`src/rtl/cmc_defines.vh`:
```
`ifndef CMC_DEFINES_VH
`define CMC_DEFINES_VH

// avalon word addresses
`define CMC_ADDR_W 3
`define CMC_OFS_CONTROL_1 3'h0
`define CMC_OFS_CONFIG_2 3'h1
`define CMC_OFS_BAUD 3'h2
`define CMC_OFS_FILTER 3'h3
`define CMC_OFS_STATUS 3'h4
`define CMC_OFS_ERRCNT 3'h5

// can_control_1 fields
`define CMC_REQ_HI 10
`define CMC_REQ_LO 8
`define CMC_CUR_HI 7
`define CMC_CUR_LO 5
// can_config_2 fields
`define CMC_WAKFILT_BIT 14
// status fields
`define CMC_ST_WAKE 0
`define CMC_ST_ABORT 1
`define CMC_ST_TX_REQUEST_FLAG 2
`define CMC_ST_TXBUSY 3
`define CMC_ST_IDLE 4
`define CMC_ST_ENTRYWAIT 5

// mode codes
`define CMC_MODE_NORMAL 3'h0
`define CMC_MODE_DISABLE 3'h1
`define CMC_MODE_LOOPBACK 3'h2
`define CMC_MODE_LISTEN 3'h3
`define CMC_MODE_INIT 3'h4
`define CMC_MODE_LISTEN_ALL 3'h7

// reset values
`define CMC_RST_MODE 3'h4
`define CMC_RST_CFG 16'h0000

// timing
`define CMC_IDLE_BITS 11
`define CMC_BIT_CYCLES 40
`define CMC_CLK_MHZ 40
`define CMC_WAKE_FILT_NS 250
`define CMC_WAKE_FILT_CYC ((`CMC_WAKE_FILT_NS * `CMC_CLK_MHZ + 999) / 1000)

`endif

```
`src/rtl/cmc_sync.v`:
```
`timescale 1ns/100ps
module cmc_sync (
  input wire clk_in, // module clock
  input wire rstn_in, // synchronised reset, active low
  input wire async_in, // level from outside the clock domain
  output reg level_out // accepted level, recessive after reset
);
  reg s1;
  reg s2;
  reg s3;

  // a change counts only once the second and third stages agree
  always @(posedge clk_in or negedge rstn_in) begin
    if (!rstn_in) begin
      s1 <= 1'b1;
      s2 <= 1'b1;
      s3 <= 1'b1;
      level_out <= 1'b1;
    end else begin
      s1 <= async_in;
      s2 <= s1;
      s3 <= s2;
      if (s2 == s3)
        level_out <= s3;
    end
  end
endmodule // cmc_sync

```
`src/rtl/cmc_idle_det.v`:
```
`timescale 1ns/100ps
`include "cmc_defines.vh"
module cmc_idle_det #(
  parameter BIT_CYCLES = `CMC_BIT_CYCLES,
  parameter IDLE_BITS = `CMC_IDLE_BITS
) (
  input wire clk_in, // module clock
  input wire rstn_in, // synchronised reset, active low
  input wire rx_in, // synchronised bus level, 1 = recessive
  input wire restart_in, // start counting afresh
  output reg idle_out // at least IDLE_BITS recessive bits seen
);
  reg [15:0] cyc;
  reg [4:0] bits;

  // any dominant level or a restart throws away the run so far
  always @(posedge clk_in or negedge rstn_in) begin
    if (!rstn_in) begin
      cyc <= 16'h0000;
      bits <= 5'h00;
      idle_out <= 1'b0;
    end else if (restart_in || !rx_in) begin
      cyc <= 16'h0000;
      bits <= 5'h00;
      idle_out <= 1'b0;
    end else if (!idle_out) begin
      if (cyc == BIT_CYCLES[15:0] - 16'h0001) begin
        cyc <= 16'h0000;
        bits <= bits + 5'h01;
        if (bits == IDLE_BITS[4:0] - 5'h01)
          idle_out <= 1'b1;
      end else begin
        cyc <= cyc + 16'h0001;
      end
    end
  end
endmodule // cmc_idle_det

```
`src/rtl/cmc_mode_ctrl.v`:
```
// Local design decisions: the Avalon-MM slave port and the register offsets.
`timescale 1ns/100ps
`include "cmc_defines.vh"
// Contract
// - software writes requested mode at bits 10:8
// - granted mode readable at bits 7:5
// - mode change waits for 11 recessive bits, except when leaving disable
// - initialization mode: no transmit, no receive
// - entering initialization clears counters, keeps flags
// - configuration writes only in initialization mode
// - initialization refused while transmission in progress
// - disable: silent, flags and counters kept
// - disable mode sets wake flag on activity
// - disable request from active waits idle bus
// - disable mode reads back as 001
// - disable mode releases both bus pins
// - wake filter enable low-passes the wake-detect input while asleep or disabled
// - first transmission after mode entry waits idle
// - disable during that wait aborts transmission
// - code 000 gives normal operation
// - code 111 ignores errors, accepts everything
// - listen-only passive, no ack, no counting
// - loopback joins transmit to receive, pins released
module cmc_mode_ctrl #(
  parameter BIT_CYCLES = `CMC_BIT_CYCLES,
  parameter FILT_CYCLES = `CMC_WAKE_FILT_CYC
) (
  input wire clk_in, // 40 MHz module clock
  input wire rstn_in, // asynchronous reset, active low
  input wire [`CMC_ADDR_W-1:0] avs_address, // word address
  input wire avs_read, // read request
  input wire avs_write, // write request
  input wire [31:0] avs_writedata, // write data
  output reg [31:0] avs_readdata, // read data
  output wire avs_waitrequest, // high until request is answered
  input wire bus_receive_pin_in, // can receive pin
  output reg bus_transmit_pin_out, // can transmit pin level
  output wire bus_transmit_pin_oe_out, // transmit pin driven
  output wire pins_owned_out, // pins held by can logic, else gpio
  input wire sleep_in, // processor sleep
  input wire eng_tx_bit_in, // engine transmit bit
  input wire eng_tx_active_in, // engine sending a frame
  input wire eng_tx_done_in, // pulse: frame sent
  input wire eng_tx_err_in, // pulse: transmit error seen
  input wire eng_rx_err_in, // pulse: receive error seen
  output reg eng_rx_bit_out, // receive bit to engine
  output wire eng_tx_enable_out, // engine may transmit
  output wire eng_rx_enable_out, // engine may receive
  output wire eng_ack_enable_out, // engine may send ack and error flags
  output wire eng_ignore_err_out, // keep data assembled up to an error
  output wire eng_tx_go_out // start the pending frame
);
  reg rst_s1;
  reg rstn;
  reg [2:0] req_mode;
  reg [2:0] cur_mode;
  reg [15:0] cfg2;
  reg [15:0] baud;
  reg [15:0] filt;
  reg wake_flag;
  reg tx_aborted_flag;
  reg tx_request_flag;
  reg entry_wait;
  reg [7:0] tx_err;
  reg [7:0] rx_err;
  reg done;
  reg [15:0] fcnt;
  reg rx_filt;
  reg wake_prev;
  reg restart;
  wire rx_sync;
  wire bus_idle;
  wire acc;
  wire wr_ok;
  wire rd_now;
  wire grant;
  wire locked_ok;
  wire abort_now;
  wire wake_rx;
  wire wake_edge;
  wire entered;
  reg [15:0] next_rdata;

  function is_valid;
    input [2:0] m;
    begin
      is_valid = (m == `CMC_MODE_NORMAL) || (m == `CMC_MODE_DISABLE) ||
        (m == `CMC_MODE_LOOPBACK) || (m == `CMC_MODE_LISTEN) ||
        (m == `CMC_MODE_INIT) || (m == `CMC_MODE_LISTEN_ALL);
    end
  endfunction

  function tx_capable;
    input [2:0] m;
    begin
      tx_capable = (m == `CMC_MODE_NORMAL) || (m == `CMC_MODE_LOOPBACK);
    end
  endfunction

  // reset release through two flops
  always @(posedge clk_in or negedge rstn_in) begin
    if (!rstn_in) begin
      rst_s1 <= 1'b0;
      rstn <= 1'b0;
    end else begin
      rst_s1 <= 1'b1;
      rstn <= rst_s1;
    end
  end

  cmc_sync u_rx_sync (
    .clk_in(clk_in),
    .rstn_in(rstn),
    .async_in(bus_receive_pin_in),
    .level_out(rx_sync)
  );

  cmc_idle_det #(
    .BIT_CYCLES(BIT_CYCLES),
    .IDLE_BITS(`CMC_IDLE_BITS)
  ) u_idle (
    .clk_in(clk_in),
    .rstn_in(rstn),
    .rx_in(rx_sync),
    .restart_in(restart),
    .idle_out(bus_idle)
  );

  // avalon: one wait cycle, answer on the second edge
  assign acc = (avs_read || avs_write) && done;
  assign avs_waitrequest = (avs_read || avs_write) && !done;
  assign wr_ok = avs_write && done;
  assign rd_now = avs_read && !done;

  // leaving disable needs no idle wait; init also waits for frame end
  assign grant = (req_mode != cur_mode) && is_valid(req_mode) &&
    (cur_mode == `CMC_MODE_DISABLE || bus_idle) &&
    !(req_mode == `CMC_MODE_INIT && eng_tx_active_in);
  assign entered = grant;
  assign locked_ok = (cur_mode == `CMC_MODE_INIT);
  assign abort_now = entry_wait && tx_request_flag &&
    (req_mode == `CMC_MODE_DISABLE);

  // wake path filter only while asleep or disabled
  assign wake_rx = (cfg2[`CMC_WAKFILT_BIT] &&
    (sleep_in || cur_mode == `CMC_MODE_DISABLE)) ? rx_filt : rx_sync;
  assign wake_edge = wake_prev && !wake_rx;

  always @(posedge clk_in or negedge rstn) begin
    if (!rstn) begin
      done <= 1'b0;
    end else begin
      done <= (avs_read || avs_write) && !done;
    end
  end

  // mode state and protected configuration
  always @(posedge clk_in or negedge rstn) begin
    if (!rstn) begin
      req_mode <= `CMC_RST_MODE;
      cur_mode <= `CMC_RST_MODE;
      cfg2 <= `CMC_RST_CFG;
      baud <= `CMC_RST_CFG;
      filt <= `CMC_RST_CFG;
      restart <= 1'b0;
    end else begin
      restart <= grant;
      if (grant)
        cur_mode <= req_mode;
      if (wr_ok) begin
        if (avs_address == `CMC_OFS_CONTROL_1) begin
          req_mode <= avs_writedata[`CMC_REQ_HI:`CMC_REQ_LO];
        end else if (avs_address == `CMC_OFS_CONFIG_2) begin
          if (locked_ok)
            cfg2 <= avs_writedata[15:0];
        end else if (avs_address == `CMC_OFS_BAUD) begin
          if (locked_ok)
            baud <= avs_writedata[15:0];
        end else if (avs_address == `CMC_OFS_FILTER) begin
          if (locked_ok)
            filt <= avs_writedata[15:0];
        end
      end
    end
  end

  // flags: a hardware set or clear wins over a software write in the same edge
  always @(posedge clk_in or negedge rstn) begin
    if (!rstn) begin
      wake_flag <= 1'b0;
      tx_aborted_flag <= 1'b0;
      tx_request_flag <= 1'b0;
      entry_wait <= 1'b0;
    end else begin
      if (wake_edge && cur_mode == `CMC_MODE_DISABLE)
        wake_flag <= 1'b1;
      else if (wr_ok && avs_address == `CMC_OFS_STATUS &&
               avs_writedata[`CMC_ST_WAKE])
        wake_flag <= 1'b0;
      if (abort_now)
        tx_aborted_flag <= 1'b1;
      else if (wr_ok && avs_address == `CMC_OFS_STATUS &&
               avs_writedata[`CMC_ST_ABORT])
        tx_aborted_flag <= 1'b0;
      if (abort_now || eng_tx_done_in)
        tx_request_flag <= 1'b0;
      else if (wr_ok && avs_address == `CMC_OFS_STATUS &&
               avs_writedata[`CMC_ST_TX_REQUEST_FLAG])
        tx_request_flag <= 1'b1;
      if (entered)
        entry_wait <= tx_capable(req_mode);
      else if (bus_idle && !restart)
        entry_wait <= 1'b0;
    end
  end

  // error counters
  always @(posedge clk_in or negedge rstn) begin
    if (!rstn) begin
      tx_err <= 8'h00;
      rx_err <= 8'h00;
    end else if (entered && req_mode == `CMC_MODE_INIT) begin
      tx_err <= 8'h00;
      rx_err <= 8'h00;
    end else if (tx_capable(cur_mode)) begin
      // disable, listen-only and listen-all leave them untouched
      if (eng_tx_err_in && tx_err != 8'hFF)
        tx_err <= tx_err + 8'h01;
      if (eng_rx_err_in && rx_err != 8'hFF)
        rx_err <= rx_err + 8'h01;
    end
  end

  // wake low-pass: level must hold FILT_CYCLES before it is believed
  always @(posedge clk_in or negedge rstn) begin
    if (!rstn) begin
      fcnt <= 16'h0000;
      rx_filt <= 1'b1;
      wake_prev <= 1'b1;
    end else begin
      wake_prev <= wake_rx;
      if (rx_sync == rx_filt) begin
        fcnt <= 16'h0000;
      end else if (fcnt == FILT_CYCLES[15:0] - 16'h0001) begin
        fcnt <= 16'h0000;
        rx_filt <= rx_sync;
      end else begin
        fcnt <= fcnt + 16'h0001;
      end
    end
  end

  // bus pins and engine data
  always @(posedge clk_in or negedge rstn) begin
    if (!rstn) begin
      bus_transmit_pin_out <= 1'b1;
      eng_rx_bit_out <= 1'b1;
    end else begin
      bus_transmit_pin_out <= (cur_mode == `CMC_MODE_NORMAL) ?
        eng_tx_bit_in : 1'b1;
      eng_rx_bit_out <= (cur_mode == `CMC_MODE_LOOPBACK) ?
        eng_tx_bit_in : rx_sync;
    end
  end

  // pins go back to gpio in disable and loopback
  assign pins_owned_out = (cur_mode != `CMC_MODE_DISABLE) &&
    (cur_mode != `CMC_MODE_LOOPBACK);
  assign bus_transmit_pin_oe_out = (cur_mode == `CMC_MODE_NORMAL) ||
    (cur_mode == `CMC_MODE_INIT) ||
    (cur_mode == `CMC_MODE_LISTEN_ALL);
  assign eng_tx_enable_out = tx_capable(cur_mode);
  assign eng_rx_enable_out = (cur_mode != `CMC_MODE_INIT) &&
    (cur_mode != `CMC_MODE_DISABLE);
  assign eng_ack_enable_out = tx_capable(cur_mode);
  assign eng_ignore_err_out = (cur_mode == `CMC_MODE_LISTEN_ALL);
  assign eng_tx_go_out = tx_request_flag && tx_capable(cur_mode) &&
    !entry_wait && !grant;

  // read mux, registered so data stand when waitrequest drops
  always @* begin
    next_rdata = 16'h0000;
    if (avs_address == `CMC_OFS_CONTROL_1) begin
      next_rdata[`CMC_REQ_HI:`CMC_REQ_LO] = req_mode;
      next_rdata[`CMC_CUR_HI:`CMC_CUR_LO] = cur_mode;
    end else if (avs_address == `CMC_OFS_CONFIG_2) begin
      next_rdata = cfg2;
    end else if (avs_address == `CMC_OFS_BAUD) begin
      next_rdata = baud;
    end else if (avs_address == `CMC_OFS_FILTER) begin
      next_rdata = filt;
    end else if (avs_address == `CMC_OFS_STATUS) begin
      next_rdata[`CMC_ST_WAKE] = wake_flag;
      next_rdata[`CMC_ST_ABORT] = tx_aborted_flag;
      next_rdata[`CMC_ST_TX_REQUEST_FLAG] = tx_request_flag;
      next_rdata[`CMC_ST_TXBUSY] = eng_tx_active_in;
      next_rdata[`CMC_ST_IDLE] = bus_idle;
      next_rdata[`CMC_ST_ENTRYWAIT] = entry_wait;
    end else if (avs_address == `CMC_OFS_ERRCNT) begin
      next_rdata = {rx_err, tx_err};
    end
  end

  always @(posedge clk_in or negedge rstn) begin
    if (!rstn) begin
      avs_readdata <= 32'h00000000;
    end else if (rd_now) begin
      avs_readdata <= {16'h0000, next_rdata};
    end
  end

  // acc kept for clarity of the accepted edge; reads have no side effect
  wire unused_acc = acc;
endmodule // cmc_mode_ctrl

```
`config.mk`:
```
export PLATFORM = sky130hd
export DESIGN_NAME = cmc_mode_ctrl
export DESIGN_NICKNAME = d
export VERILOG_FILES = /design/src/rtl/cmc_sync.v /design/src/rtl/cmc_idle_det.v /design/src/rtl/cmc_mode_ctrl.v
export VERILOG_INCLUDE_DIRS = /design/src /design/src/rtl
export SDC_FILE = /design/constraint.sdc
export NUM_CORES = 1
export LEC_CHECK = 0
export ABC_CLOCK_PERIOD_IN_PS = 3800
export BUFFER_PORTS_ARGS = -buffer_cell sky130_fd_sc_hd__buf_2
export CAP_MARGIN = 10
export CORE_ASPECT_RATIO = 1.2
export CORE_MARGIN = 5
export CORE_UTILIZATION = 35
export CTS_BUF_LIST = sky130_fd_sc_hd__clkbuf_8 sky130_fd_sc_hd__clkbuf_16
export CTS_CLUSTER_DIAMETER = 40
export DETAILED_ROUTE_END_ITERATION = 16
export PLACE_DENSITY_LB_ADDON = 0.05
export SKIP_CTS_REPAIR_TIMING = 1
export SLEW_MARGIN = 20
export SYNTH_ARGS = -nofsm -noshare
export SYNTH_HDL_FRONTEND = slang
export SYNTH_SLANG_ARGS = --single-unit
```
`constraint.sdc`:
```
create_clock -name clk_in -period 3.8 [get_ports clk_in]
set_input_delay 0 -clock clk_in [delete_from_list [all_inputs] [get_ports clk_in]]
set_output_delay 0 -clock clk_in [all_outputs]
set_load 0.02 [all_outputs]
```
==> impl_metrics.tcl <==
set metrics [dict create \
    outcome "finished clean" \
    critPathCaptureType "primary output" \
    period_needed_ns 2.59 \
    cts_max_path_buffers 2 \
    synth-seq-area-share 0.497 \
    die_h_um 166 \
    netlist_instances 646 \
    leakagePower_nw 3.80 \
    io-pin-count 88 \
    firstDrtPassIters 4 \
    setup_violations 0 \
    cts_root_buf "clkbuf_16" \
    grt_pass1_vias 5157 \
    grt_pass1_wl_um 28700 \
    post_dp_cell_area_um2 7510 \
    avgSynthCellArea_um2 10.9 \
    irDropWorstVdd_mv 0.316 \
    crit_path_max_fanout 12 \
    critical-path-max-stage-delay_ns 0.70 \
    place_congestion 0.797 \
    grt_use_total 0.155 \
    clk_pin_slew_ns 0.06 \
    diodes 0 \
    clock_latency_ns 0.42 \
    drc_errors 0 \
    gr-usage-met3 0.0355 \
    yosysUniqueCellTypes 72 \
    routedWlPerCell_um 17.5 \
    antenna_found_initial 0 \
    slew_headroom 0.328 \
    drt_iter0_drc 237 \
    fin_nets 770 \
    grt_most_used_layer "met2" \
    maxSlewViolCount 0 \
    ant_nets 0 \
    grt_max_degree 84 \
    numCtsBuffers 17 \
    core-area_um2 20000 \
    tightest_slew_ns 1.01 \
    drive_above_1_share 0.251 \
    die_area_um2 23200 \
    hold_path_class "input port to flop" \
    synth-seq-cells 140 \
    layout_common_cells "dfrtp_1, mux2_2, nor2_1, buf_2, nand2_1" \
    initial_core_util 0.353 \
    design_area_um2 8370 \
    rsz0062_at_grt "false" \
    crit_type "flop to primary output" \
    avgViaCountPerCell 5.10 \
    syn2layout_area_growth_pct 18.4 \
    hold_viol_final 0 \
    path_delay_family "simple AND/OR/NAND/NOR gates" \
    fmax_mhz 386 \
    maxCapViolCount 0 \
    rows 57 \
    port_buffers 55 \
    power_density_nw_per_um2 501 \
    met2_usage 0.248 \
    cts_tree "done" \
    post-dp-hpwl_um 11900 \
    yosys_warnings 0 \
    yosys_most_used_dff "dfrtp_1" \
    arrival_ns 2.59 \
    total_power_mw 4.19 \
    overflow 0 \
    critPathLaunchType "flop" \
    cts.htree.levels 4 \
    vias 5079 \
    synth_edf_count 0 \
    dp_cells 939 \
    final_common_cell "dfrtp_1" \
    async_flop_share 1.00 \
    wl_um 17400 \
    crit_slowest_cell "dfstp_2" \
    met1_usage 0.215 \
    clock_skew_ns 0.00790 \
    syn_area_um2 7070 \
    critical_path_buf_inv_count 1 \
    fin_cells 995 \
    worstPathCellList "nor3b_1 -> nor2_1 -> nor3_4 -> nor4bb_1 -> buf_2" \
    die_x_um 140 \
    cts.sinks 140 \
    tns_ns 0 \
    period_share 0.682 \
    worstPathRequired_ns 3.80 \
]
-- flip-flops by register name, indices dropped and copies added, names as in the netlist, 8 cells and up --
register      cells
avs_readdata     16
baud             16
cfg2             16
fcnt             16
filt             16
u_idle.cyc       16
rx_err            8
tx_err            8
-- layout make-up --
class / instances / area [µm²]
well taps: 265 / 332
inverters: 16 / 60.1
flip-flops and latches: 140 / 3520
clock buffers: 21 / 480
clock inverters: 11 / 141
repair buffers: 85 / 573
multi-input cells: 457 / 3260
fillers: 1972 / 11700
-- per-layer routing --
layer,vias to the layer above,share of wire
met2,76,0.48
met5,-,0
met1,2554,0.48
li1,2435,-
met3,14,0.029
met4,0,0.010
-- Yosys cell counts, drive strengths merged (2+ instances only) --
cell type / instances / area share
nor4b: 4 / 0.0080
nor4bb: 2 / 0.0028
o21a: 3 / 0.0032
clkbuf: 15 / 0.0080
nand3b: 4 / 0.0060
conb: 2 / 0.0011
a22o: 4 / 0.0050
inv: 16 / 0.0085
and3: 8 / 0.0078
nor2: 57 / 0.031
ha: 7 / 0.012
o22ai: 10 / 0.0088
a31oi: 9 / 0.0080
mux2: 59 / 0.094
nand2b: 12 / 0.011
nand4: 17 / 0.015
nor2b: 9 / 0.0080
nor4: 14 / 0.015
o21ai: 21 / 0.015
and2: 4 / 0.0035
and4: 5 / 0.0062
a22oi: 5 / 0.0053
nor3b: 7 / 0.0088
or4: 5 / 0.0053
xnor2: 18 / 0.022
nor3: 13 / 0.012
mux2i: 17 / 0.024
mux4: 2 / 0.0064
o211ai: 3 / 0.0032
dfrtp: 130 / 0.46
a21o: 2 / 0.0021
nand2: 35 / 0.019
o41ai: 2 / 0.0025
xor2: 20 / 0.025
a21oi: 20 / 0.014
or3: 5 / 0.0051
dfstp: 10 / 0.037
nand3: 18 / 0.013
buf: 33 / 0.033
-- logic make-up (layout without fill, tap and decap cells) --
logic type / after synthesis / in the layout / synth area share
compound gates: 93 / 93 / 0.0853
xor+xnor: 38 / 38 / 0.0471
fa+ha+maj: 8 / 8 / 0.0138
buf+inv: 64 / 133 / 0.0492
flops: 140 / 140 / 0.497
mux: 78 / 78 / 0.124
other cells: 2 / 17 / 0.00106
simple gates: 223 / 223 / 0.182
-- per-stage QoR --
stage	utilization	setup WS [ns]	hold WS [ns]
final	0.418	1.21	0.0231
after detailed placement	0.375	1.39	-0.210
after global routing	0.418	1.17	0.0713
after floorplan	-	1.48	-0.296
after global placement	0.375	1.40	-0.216
after CTS	0.406	1.19	-0.657
-- worst paths after layout --
check / cells after the start / slack, ns / from / endpoint
worst max-delay path: 5 / 1.21 / cur_mode[2]$_DFFE_PN1N_ / eng_tx_go_out
worst min-delay path: 3 / 0.02 / sleep_in / wake_prev$_DFF_PN1_
worst max register to register: 4 / 1.46 / cur_mode[2]$_DFFE_PN1N_ / tx_err[2]$_DFFE_PN0P_
worst min register to register: 0 / 0.35 / rst_s1$_DFF_PN0_ / rstn$_DFF_PN0_
max in group asynchronous: 1 / 2.47 / rstn$_DFF_PN0_ / req_mode[2]$_DFFE_PN1P_
min in group asynchronous: 0 / 0.39 / rstn$_DFF_PN0_ / avs_readdata[4]$_DFFE_PN0P_
-- worst register-to-register path, cell delays in order, from the launching register on --
cell     delay, ns
dfstp_2       0.45
nor3b_1       0.55
nor2_1        0.27
nor4_4        0.78
nor3_1        0.14
-- where the power goes --
group	leakage, nW	internal [mW]	total [mW]	switching [mW]
Clock	0.306	1.10	1.74	0.644
Combinational	1.64	0.259	0.625	0.366
Sequential	1.85	1.64	1.82	0.185
(Power assumes the default switching activity.)
